--- src/common/startup_cfg_pkg.sv ---
// constants, layouts and types shared by the startup mode and port configuration loader
// Operation
// - switch on forces fixed built-in port framing
// - peripheral port defaults only with PC cable
// - switch off takes parameters from setup words
// - early revisions default one stop, 2400 baud
// - status flag mirrors expansion switch, gated enable
// - later peripheral attach keeps current mode
// - word 0000, nothing attached gives run
// - word 0000, console selects by its switch
// - word 0000, other peripheral gives program
// - word 0100 restores mode before power loss
// - words 0200-0202 give program, monitor, run
// - erasable cassette stores data, read-only holds program
// - auto-transfer switch copies cassette at start-up
package startup_cfg_pkg;

  localparam int CLK_PERIOD_NS  = 10;
  localparam int SETTLE_TIME_NS = 10000;
  localparam int SETTLE_CYCLES  = (SETTLE_TIME_NS + CLK_PERIOD_NS - 1) / CLK_PERIOD_NS;
  localparam logic [9:0] SETTLE_LAST = 10'(SETTLE_CYCLES - 1);

  // register addresses on the plain port
  localparam logic [15:0] ADDR_MODE_WORD  = 16'h19c8;
  localparam logic [15:0] ADDR_BUILTIN_A  = 16'h19f5;
  localparam logic [15:0] ADDR_BUILTIN_B  = 16'h19f6;
  localparam logic [15:0] ADDR_PERIPH_A   = 16'h19fa;
  localparam logic [15:0] ADDR_PERIPH_B   = 16'h19fb;
  localparam logic [15:0] ADDR_STATUS     = 16'h1a2c;
  localparam logic [15:0] ADDR_RETAINED   = 16'h1a2d;
  localparam logic [15:0] ADDR_CONTROL    = 16'h1a2e;
  localparam logic [15:0] SETUP_RESET     = 16'h0000;

  // power-up mode word values
  localparam logic [15:0] MODEW_CONSOLE   = 16'h0000;
  localparam logic [15:0] MODEW_RETAIN    = 16'h0100;
  localparam logic [7:0]  MODEW_FIXED_HI  = 8'h02;

  // status register bit positions
  localparam int ST_MODE_LO    = 0;
  localparam int ST_FLAG_EXP   = 2;
  localparam int ST_EXP_ACTIVE = 3;
  localparam int ST_INIT_DONE  = 4;
  localparam int ST_COPY_BUSY  = 5;
  localparam int ST_CASS_WR_OK = 6;
  localparam int ST_PBUS_SEL   = 7;
  // control register bit position: expansion enable flag
  localparam int CT_EXP_ENABLE = 0;

  // default framing
  localparam logic [3:0] DEF_DATA_BITS   = 4'h7;
  localparam logic [1:0] DEF_STOP_NEW    = 2'h2;
  localparam logic [1:0] DEF_STOP_OLD    = 2'h1;
  localparam logic [7:0] DEF_BAUD_NEW    = 8'h60;
  localparam logic [7:0] DEF_BAUD_OLD    = 8'h18;

  // cassette geometry: 16K words
  localparam logic [13:0] CASS_LAST_ADDR = 14'h3fff;

  typedef enum logic [1:0] {
    MODE_PROGRAM = 2'b00,
    MODE_MONITOR = 2'b01,
    MODE_RUN     = 2'b10
  } op_mode_e;

  typedef enum logic [1:0] {
    ST_SETTLE = 2'b00,
    ST_SAMPLE = 2'b01,
    ST_COPY   = 2'b10,
    ST_READY  = 2'b11
  } init_state_e;

  typedef struct packed {
    logic       earlyRev;
    logic [1:0] consoleSel;
    logic       periphOther;
    logic       periphConsole;
    logic       pcCable;
    logic       cassEeprom;
    logic       cassPresent;
    logic       autoXferSw;
    logic       expTermSw;
    logic       commSw;
  } pins_s;

  typedef struct packed {
    logic        stdParams;
    logic [3:0]  dataBits;
    logic        parityEven;
    logic [1:0]  stopBits;
    logic [7:0]  baudHundreds;
    logic [15:0] wordA;
    logic [15:0] wordB;
  } port_cfg_s;

endpackage

--- src/logic/cassette_copier.sv ---
// copies a whole memory cassette into internal program memory
`timescale 1ns/100ps
module cassette_copier
  import startup_cfg_pkg::*;
(
  input  wire logic        sys_clk,     // system clock
  input  wire logic        rst_n,       // async reset
  input  wire logic        start,       // one-cycle start pulse
  output logic             busy,        // copy in progress
  output logic             done,        // one-cycle end pulse
  output logic [13:0]      cassRdAddr,  // cassette read address
  output logic             cassRd,      // cassette read strobe
  input  wire logic [15:0] cassRdData,  // cassette data, cycle after strobe
  output logic [13:0]      progWrAddr,  // program memory address
  output logic [15:0]      progWrData,  // program memory data
  output logic             progWe       // program memory write
);

  logic        issuing_reg;
  logic        pendValid_reg;
  logic        pendLast_reg;
  logic [13:0] pendAddr_reg;
  logic        busy_reg;

  always_ff @(posedge sys_clk or negedge rst_n)
  begin
    if (!rst_n)
    begin
      issuing_reg <= 1'b0;
      cassRdAddr  <= 14'h0000;
    end
    else if (start && !busy_reg)
    begin
      issuing_reg <= 1'b1;
      cassRdAddr  <= 14'h0000;
    end
    else if (issuing_reg)
    begin
      if (cassRdAddr == CASS_LAST_ADDR)
        issuing_reg <= 1'b0;
      else
        cassRdAddr <= cassRdAddr + 14'h0001;
    end
  end

  assign cassRd = issuing_reg;

  // data returns one cycle after the strobe; register it before writing
  always_ff @(posedge sys_clk or negedge rst_n)
  begin
    if (!rst_n)
    begin
      pendValid_reg <= 1'b0;
      pendLast_reg  <= 1'b0;
      pendAddr_reg  <= 14'h0000;
      progWe        <= 1'b0;
      progWrAddr    <= 14'h0000;
      progWrData    <= 16'h0000;
      done          <= 1'b0;
    end
    else
    begin
      pendValid_reg <= issuing_reg;
      pendLast_reg  <= issuing_reg && (cassRdAddr == CASS_LAST_ADDR);
      pendAddr_reg  <= cassRdAddr;
      progWe        <= pendValid_reg;
      progWrAddr    <= pendAddr_reg;
      progWrData    <= cassRdData;
      done          <= pendValid_reg && pendLast_reg;
    end
  end

  always_ff @(posedge sys_clk or negedge rst_n)
  begin
    if (!rst_n)
      busy_reg <= 1'b0;
    else if (start)
      busy_reg <= 1'b1;
    else if (done)
      busy_reg <= 1'b0;
  end

  assign busy = busy_reg;
endmodule

--- src/logic/startup_mode_port_config.sv ---
// power-up mode selection, serial port setup and cassette handling
`timescale 1ns/100ps
module startup_mode_port_config
  import startup_cfg_pkg::*;
(
  input  wire logic        sys_clk,       // system clock, 100 MHz
  input  wire logic        rst_n,         // async reset, power-up
  input  wire logic [15:0] regAddr,       // register address
  input  wire logic [15:0] regWdata,      // register write data
  input  wire logic        regWrite,      // write strobe
  input  wire logic        regRead,       // read strobe
  output logic [15:0]      regRdata,      // read data, next cycle
  input  wire pins_s       pinsAsync,     // switches and attach pins
  output port_cfg_s        builtinCfg,    // built-in port setup
  output port_cfg_s        periphCfg,     // peripheral port setup
  output op_mode_e         opMode,        // operating mode
  output logic             flagExpTerm,   // expansion terminal flag
  output logic             expTermActive, // expansion terminal in effect
  output logic             periphBusSel,  // peripheral bus chosen
  output logic             initDone,      // power-up finished
  output logic             cassWriteOk,   // cassette program writable
  output logic             ioStoreOk,     // cassette may hold i/o data
  output logic [13:0]      cassRdAddr,    // cassette read address
  output logic             cassRd,        // cassette read strobe
  input  wire logic [15:0] cassRdData,    // cassette read data
  output logic [13:0]      progWrAddr,    // program memory address
  output logic [15:0]      progWrData,    // program memory data
  output logic             progWe         // program memory write
);

  function automatic op_mode_e modeFromCode(input logic [7:0] code);
    case (code)
      8'h00:   modeFromCode = MODE_PROGRAM;
      8'h01:   modeFromCode = MODE_MONITOR;
      8'h02:   modeFromCode = MODE_RUN;
      default: modeFromCode = MODE_PROGRAM;
    endcase
  endfunction

  pins_s       pinsS1_reg;
  pins_s       pinsS2_reg;
  pins_s       pinsS3_reg;
  pins_s       pins_reg;
  init_state_e state_reg;
  init_state_e state_next;
  logic [9:0]  settle_reg;
  logic [15:0] modeWord_reg;
  logic [15:0] builtinA_reg;
  logic [15:0] builtinB_reg;
  logic [15:0] periphA_reg;
  logic [15:0] periphB_reg;
  logic [15:0] control_reg;
  op_mode_e    retained_reg;
  op_mode_e    mode_reg;
  op_mode_e    mode_next;
  logic        commSw_reg;
  logic        expSw_reg;
  logic        early_reg;
  logic        cassPresent_reg;
  logic        cassEeprom_reg;
  logic [15:0] latBuiltinA_reg;
  logic [15:0] latBuiltinB_reg;
  logic [15:0] latPeriphA_reg;
  logic [15:0] latPeriphB_reg;
  logic        copyStart;
  logic        copyBusy;
  logic        copyDone;
  port_cfg_s   stdCfg;
  logic [15:0] status;

  // three stages; a change counts once stages two and three agree
  always_ff @(posedge sys_clk or negedge rst_n)
  begin
    if (!rst_n)
    begin
      pinsS1_reg <= '0;
      pinsS2_reg <= '0;
      pinsS3_reg <= '0;
      pins_reg   <= '0;
    end
    else
    begin
      pinsS1_reg <= pinsAsync;
      pinsS2_reg <= pinsS1_reg;
      pinsS3_reg <= pinsS2_reg;
      if (pinsS2_reg == pinsS3_reg)
        pins_reg <= pinsS3_reg;
    end
  end

  // settle window lets the pin synchronisers fill before sampling
  always_ff @(posedge sys_clk or negedge rst_n)
  begin
    if (!rst_n)
      settle_reg <= 10'h000;
    else if (state_reg == ST_SETTLE)
      settle_reg <= settle_reg + 10'h001;
  end

  always_comb
  begin
    state_next = state_reg;
    copyStart  = 1'b0;
    case (state_reg)
      ST_SETTLE:
        if (settle_reg == SETTLE_LAST)
          state_next = ST_SAMPLE;
      ST_SAMPLE:
      begin
        if (pins_reg.autoXferSw && pins_reg.cassPresent)
        begin
          state_next = ST_COPY;
          copyStart  = 1'b1;
        end
        else
          state_next = ST_READY;
      end
      ST_COPY:
        if (copyDone)
          state_next = ST_READY;
      ST_READY:
        state_next = ST_READY;
      default:
        state_next = ST_SETTLE;
    endcase
  end

  always_ff @(posedge sys_clk or negedge rst_n)
  begin
    if (!rst_n)
      state_reg <= ST_SETTLE;
    else
      state_reg <= state_next;
  end

  // power-up mode table
  always_comb
  begin
    mode_next = MODE_PROGRAM;
    if (modeWord_reg == MODEW_CONSOLE)
    begin
      if (pins_reg.periphConsole)
        mode_next = modeFromCode({6'h00, pins_reg.consoleSel});
      else if (pins_reg.periphOther)
        mode_next = MODE_PROGRAM;
      else
        mode_next = MODE_RUN;
    end
    else if (modeWord_reg == MODEW_RETAIN)
      mode_next = retained_reg;
    else if (modeWord_reg[15:8] == MODEW_FIXED_HI)
      mode_next = modeFromCode(modeWord_reg[7:0]);
  end

  always_ff @(posedge sys_clk or negedge rst_n)
  begin
    if (!rst_n)
      mode_reg <= MODE_PROGRAM;
    else if (state_reg == ST_SAMPLE)
      mode_reg <= mode_next;
  end

  always_ff @(posedge sys_clk or negedge rst_n)
  begin
    if (!rst_n)
    begin
      commSw_reg      <= 1'b0;
      expSw_reg       <= 1'b0;
      early_reg       <= 1'b0;
      cassPresent_reg <= 1'b0;
      cassEeprom_reg  <= 1'b0;
      latBuiltinA_reg <= SETUP_RESET;
      latBuiltinB_reg <= SETUP_RESET;
      latPeriphA_reg  <= SETUP_RESET;
      latPeriphB_reg  <= SETUP_RESET;
    end
    else if (state_reg == ST_SAMPLE)
    begin
      commSw_reg      <= pins_reg.commSw;
      expSw_reg       <= pins_reg.expTermSw;
      early_reg       <= pins_reg.earlyRev;
      cassPresent_reg <= pins_reg.cassPresent;
      cassEeprom_reg  <= pins_reg.cassEeprom;
      latBuiltinA_reg <= builtinA_reg;
      latBuiltinB_reg <= builtinB_reg;
      latPeriphA_reg  <= periphA_reg;
      latPeriphB_reg  <= periphB_reg;
    end
  end

  always_comb
  begin
    stdCfg              = '0;
    stdCfg.stdParams    = 1'b1;
    stdCfg.dataBits     = DEF_DATA_BITS;
    stdCfg.parityEven   = 1'b1;
    stdCfg.stopBits     = early_reg ? DEF_STOP_OLD : DEF_STOP_NEW;
    stdCfg.baudHundreds = early_reg ? DEF_BAUD_OLD : DEF_BAUD_NEW;
  end

  always_ff @(posedge sys_clk or negedge rst_n)
  begin
    if (!rst_n)
    begin
      builtinCfg <= '0;
      periphCfg  <= '0;
    end
    else if (initDone)
    begin
      if (commSw_reg)
        builtinCfg <= stdCfg;
      else
        builtinCfg <= '{1'b0, 4'h0, 1'b0, 2'h0, 8'h00, latBuiltinA_reg, latBuiltinB_reg};
      if (commSw_reg && pins_reg.pcCable)
        periphCfg <= stdCfg;
      else
        periphCfg <= '{1'b0, 4'h0, 1'b0, 2'h0, 8'h00, latPeriphA_reg, latPeriphB_reg};
    end
  end

  assign periphBusSel = (periphCfg.stdParams) ||
                        (latPeriphA_reg[3:0] == 4'h0) ||
                        (latPeriphA_reg[15:12] == 4'h0 && latPeriphA_reg[3:0] == 4'h1);

  assign flagExpTerm   = expSw_reg;
  assign expTermActive = expSw_reg && control_reg[CT_EXP_ENABLE];

  assign cassWriteOk = cassPresent_reg && cassEeprom_reg;
  assign ioStoreOk   = cassPresent_reg && cassEeprom_reg;

  assign initDone = (state_reg == ST_READY);
  assign opMode   = mode_reg;

  cassette_copier cassette_copier_i (
    .sys_clk    (sys_clk),
    .rst_n      (rst_n),
    .start      (copyStart),
    .busy       (copyBusy),
    .done       (copyDone),
    .cassRdAddr (cassRdAddr),
    .cassRd     (cassRd),
    .cassRdData (cassRdData),
    .progWrAddr (progWrAddr),
    .progWrData (progWrData),
    .progWe     (progWe)
  );

  // setup words stay writable; only their power-up copy is used
  always_ff @(posedge sys_clk or negedge rst_n)
  begin
    if (!rst_n)
    begin
      modeWord_reg <= SETUP_RESET;
      builtinA_reg <= SETUP_RESET;
      builtinB_reg <= SETUP_RESET;
      periphA_reg  <= SETUP_RESET;
      periphB_reg  <= SETUP_RESET;
      control_reg  <= SETUP_RESET;
    end
    else if (regWrite)
    begin
      case (regAddr)
        ADDR_MODE_WORD: modeWord_reg <= regWdata;
        ADDR_BUILTIN_A: builtinA_reg <= regWdata;
        ADDR_BUILTIN_B: builtinB_reg <= regWdata;
        ADDR_PERIPH_A:  periphA_reg  <= regWdata;
        ADDR_PERIPH_B:  periphB_reg  <= regWdata;
        ADDR_CONTROL:   control_reg  <= {15'h0000, regWdata[CT_EXP_ENABLE]};
        default:        control_reg  <= control_reg;
      endcase
    end
  end

  // stands in for battery-backed storage: tracks the live mode once running
  always_ff @(posedge sys_clk or negedge rst_n)
  begin
    if (!rst_n)
      retained_reg <= MODE_PROGRAM;
    else if (regWrite && regAddr == ADDR_RETAINED)
      retained_reg <= modeFromCode({6'h00, regWdata[1:0]});
    else if (initDone)
      retained_reg <= mode_reg;
  end

  always_comb
  begin
    status                = 16'h0000;
    status[ST_MODE_LO+:2] = mode_reg;
    status[ST_FLAG_EXP]   = flagExpTerm;
    status[ST_EXP_ACTIVE] = expTermActive;
    status[ST_INIT_DONE]  = initDone;
    status[ST_COPY_BUSY]  = copyBusy;
    status[ST_CASS_WR_OK] = cassWriteOk;
    status[ST_PBUS_SEL]   = periphBusSel;
  end

  always_ff @(posedge sys_clk or negedge rst_n)
  begin
    if (!rst_n)
      regRdata <= 16'h0000;
    else if (regRead)
    begin
      case (regAddr)
        ADDR_MODE_WORD: regRdata <= modeWord_reg;
        ADDR_BUILTIN_A: regRdata <= builtinA_reg;
        ADDR_BUILTIN_B: regRdata <= builtinB_reg;
        ADDR_PERIPH_A:  regRdata <= periphA_reg;
        ADDR_PERIPH_B:  regRdata <= periphB_reg;
        ADDR_STATUS:    regRdata <= status;
        ADDR_RETAINED:  regRdata <= {14'h0000, retained_reg};
        ADDR_CONTROL:   regRdata <= control_reg;
        default:        regRdata <= 16'h0000;
      endcase
    end
    else
      regRdata <= 16'h0000;
  end
endmodule

--- config.mk ---
export PLATFORM = sky130hd
export DESIGN_NAME = startup_mode_port_config
export DESIGN_NICKNAME = d
export VERILOG_FILES = /design/src/common/startup_cfg_pkg.sv /design/src/logic/cassette_copier.sv /design/src/logic/startup_mode_port_config.sv
export SDC_FILE = /design/constraint.sdc
export NUM_CORES = 1
export LEC_CHECK = 0
export ABC_AREA = 0
export BUFFER_PORTS_ARGS = -buffer_cell sky130_fd_sc_hd__buf_4
export CORE_ASPECT_RATIO = 1.1
export CORE_MARGIN = 2
export CORE_UTILIZATION = 35
export DETAILED_ROUTE_END_ITERATION = 10
export GPL_ROUTABILITY_DRIVEN = 0
export PLACE_DENSITY = 0.61
export SYNTH_ARGS = -nofsm -noshare
export SYNTH_HDL_FRONTEND = slang
export SYNTH_SLANG_ARGS = --single-unit
--- constraint.sdc ---
create_clock -name sys_clk -period 3.48 [get_ports sys_clk]
set_clock_uncertainty 0.2 [all_clocks]
set_input_delay 0.174 -clock sys_clk [delete_from_list [all_inputs] [get_ports sys_clk]]
set_output_delay 0.174 -clock sys_clk [all_outputs]
set_load 0.03 [all_outputs]
==> out/results.txt <==
Area Growth Syn to Fin: 28.01%
Static leakage: 8.874 nW
CP Launch Type: input pin
Depth of the CTS H-tree: 2
HPWL Detailed: 24.61 mm
Inserted Clock Buffers: 39
Mapped Cells: 1,145
Relative slew slack: 0.1319
Ys async rst share: 1.000
RSZ-0062 raised after global routing: no
Row cnt: 76
Final Critical Period: 2.643 ns
CTS tree: yes
F_max: 378.4 MHz
Sink Count: 360
Root Buffer Master: clkbuf_16
Maximum root-to-sink buffer count: 3
Total gr overflow: 0
Drt total wl: 35.36 mm
1st-iter DRT viols: 705
Share of layout cells above drive strength 1: 0.2864
# Max-Cap Violations: 0
IO buf count: 218
PostCTS Resize Cnt: 0
Chip height: 213.2 um
Vias in the first global route: 9,988
Status: finished, final reports clean
Type of the worst setup path: in2reg
Regs by FF count: builtinCfg x35, periphCfg x35
# diodes: 0
PwrDens: 492.6 nW/um^2
Die width: 194.1 um
Final setup fails: 0
Postcts setup bufs: 0
Sequential-to-total area share from yosys stat: 0.6472
Initial antenna violation count: 0
VDD IR max: 531.0 uV
Yosys reg bits: 360
Post-Syn Area: 13,920 um^2
I/O pins: 229
Crit path required time: 3.67 ns
Largest net degree at the start of global routing: 91
Avg Cell Area, Syn: 12.16 um^2
1st-pass router iterations: 6
Final Hold Fails: 0
Core Area: 39,180 um^2
PnR Total Power: 8.776 mW
WL/cell: 18.27 um
Hold WC Path Type: in2async
Antenna-violating nets left: 0
Global Route Usage Sum: 0.1724
Dominant synthesized flop cell: dfrtp_1
YS warnings: 0
Slew @ Worst Pin: 1.293 ns
Die ar.: 41,380 um^2
Count of different cell masters after synthesis: 61
Crit-path max FO: 16
Slew Viols, Final: 0
Worst-path clk slew: 0.06 ns
Crit path DAT: 2.84 ns
Vias per cell: 4.978
FILL cells: 3,672
Fin util: 0.4548
Final period util: 0.7594
Number of remaining DRC errors: 0
Worst skew pair latency: 0.53 ns
First-pass GRT wire length: 56.34 mm
Hold_ws: 0.05276 ns
DR vias: 9,632
Starting Density: 0.3553
Critical Path End Type: register
EDFF count, synth: 0
Post-Route Setup TNS: 0 ns
Final #Nets: 1,465
-- through the flow --
step           instance area, um^2  worst slack [ns]  std cells
3_5_place_dp                 16010            0.6752       1816
3_3_place_gp                 16010            0.8308       1816
5_1_grt                      17820            0.7073       1935
2_1_floorplan                13950            0.9367       1154
4_1_cts                      17820            0.9003       1935
6_report                     17820            0.8372       1935
-- worst paths after layout --
path                       slack (ns)                              end                            start  depth (start not counted)
max                              0.84                   periphB_reg[2]                       regAddr[1]                          7
min                              0.05  cassette_copier_i.cassRdAddr[9]                            rst_n                          2
max reg2reg                      1.16  cassette_copier_i.cassRdAddr[7]  cassette_copier_i.cassRdAddr[0]                          7
min reg2reg                      0.15                    pinsS2_reg[1]                    pinsS1_reg[1]                          0
max in group asynchronous        2.11                   builtinCfg[29]                            rst_n                          3
min in group sys_clk             0.08                      regRdata[3]                       regAddr[2]                          4
-- synthesized netlist by cell type (all sizes together) (10+ instances only) --
master  instances  share of area
o21ai          42          0.015
a21oi          23         0.0083
a222oi         10         0.0072
xnor2          23          0.014
mux2           93          0.078
nand3          13         0.0047
nand2b         37          0.017
dfrtp         360           0.65
nand4          10         0.0045
clkbuf         44          0.012
nor2           22         0.0059
nand2         268          0.073
nor4           13         0.0095
a22oi          18         0.0097
buf            39          0.020
a22o           37          0.023
-- critical path: stages --
cell and delay, ns:
dlygate4sd3_1 0.53, buf_4 0.16, nand3_1 0.15, nor4_4 0.58
and2_1 0.51, nand2_2 0.35, mux2_2 0.37
-- report_power, final --
| group | leakage (nW) | internal, mW | switching (mW) |
|---|---|---|---|
| Combinational | 3.34 | 0.126 | 0.187 |
| Sequential | 4.89 | 4.22 | 0.0166 |
| Clock | 0.645 | 2.57 | 1.66 |
| Total | 8.87 | 6.91 | 1.86 |
-- area by class of cell --
class                           count  area, um^2  area share
Sequential cell                   360        9009      0.5056
Multi-Input combinational cell    702        4488      0.2519
Timing Repair Buffer              288        2345      0.1316
Inverter                            9       33.78    0.001896
Clock buffer                       53        1089     0.06110
Tap cell                          507       634.4     0.03560
Clock inverter                     16       219.0     0.01229
-- cell usage in the layout, fill, tap and decap left out, drive strengths merged, types with 5 or more instances in the layout --
master,instances
nor2b,6
nand2b,37
bufinv,5
mux2i,6
nor2,22
a22oi,18
and2,7
xnor2,23
nand4,10
or3,5
clkbuf,53
nor3,8
o21ai,42
inv,12
nand3,13
buf,238
a222oi,10
clkinv,7
a21oi,23
nor4,13
dfrtp,360
nand2,268
a22o,37
dlygate4sd3,50
mux2,93
conb,10
-- per-layer routing --
metal  track usage  part of all wire  up-vias  routed length, um
met3       0.03949             0.074       59               2633
met5             0                 0        -                  0
met1        0.2301              0.43     4772              15070
met4       0.05172             0.025        0                892
li1              -                 -     4424                  -
met2        0.2818              0.47      377              16750
-- repair_timing --
item                                    CTS  global route
hold endpoints to repair                233             0
hold buffers                             50             0
endpoints found under the setup margin    0             0
-- kinds of logic after synthesis --
kind of cell    Yosys count  synth area share
other cells               1         0.0002694
flops                   360            0.6472
fa+ha+maj                 2          0.001798
xor+xnor                 27           0.01699
buf+inv                  92           0.03425
simple gates            407            0.1370
mux                      99           0.08225
compound gates          157           0.08019
Note: power is estimated with default switching activity, not from simulation.
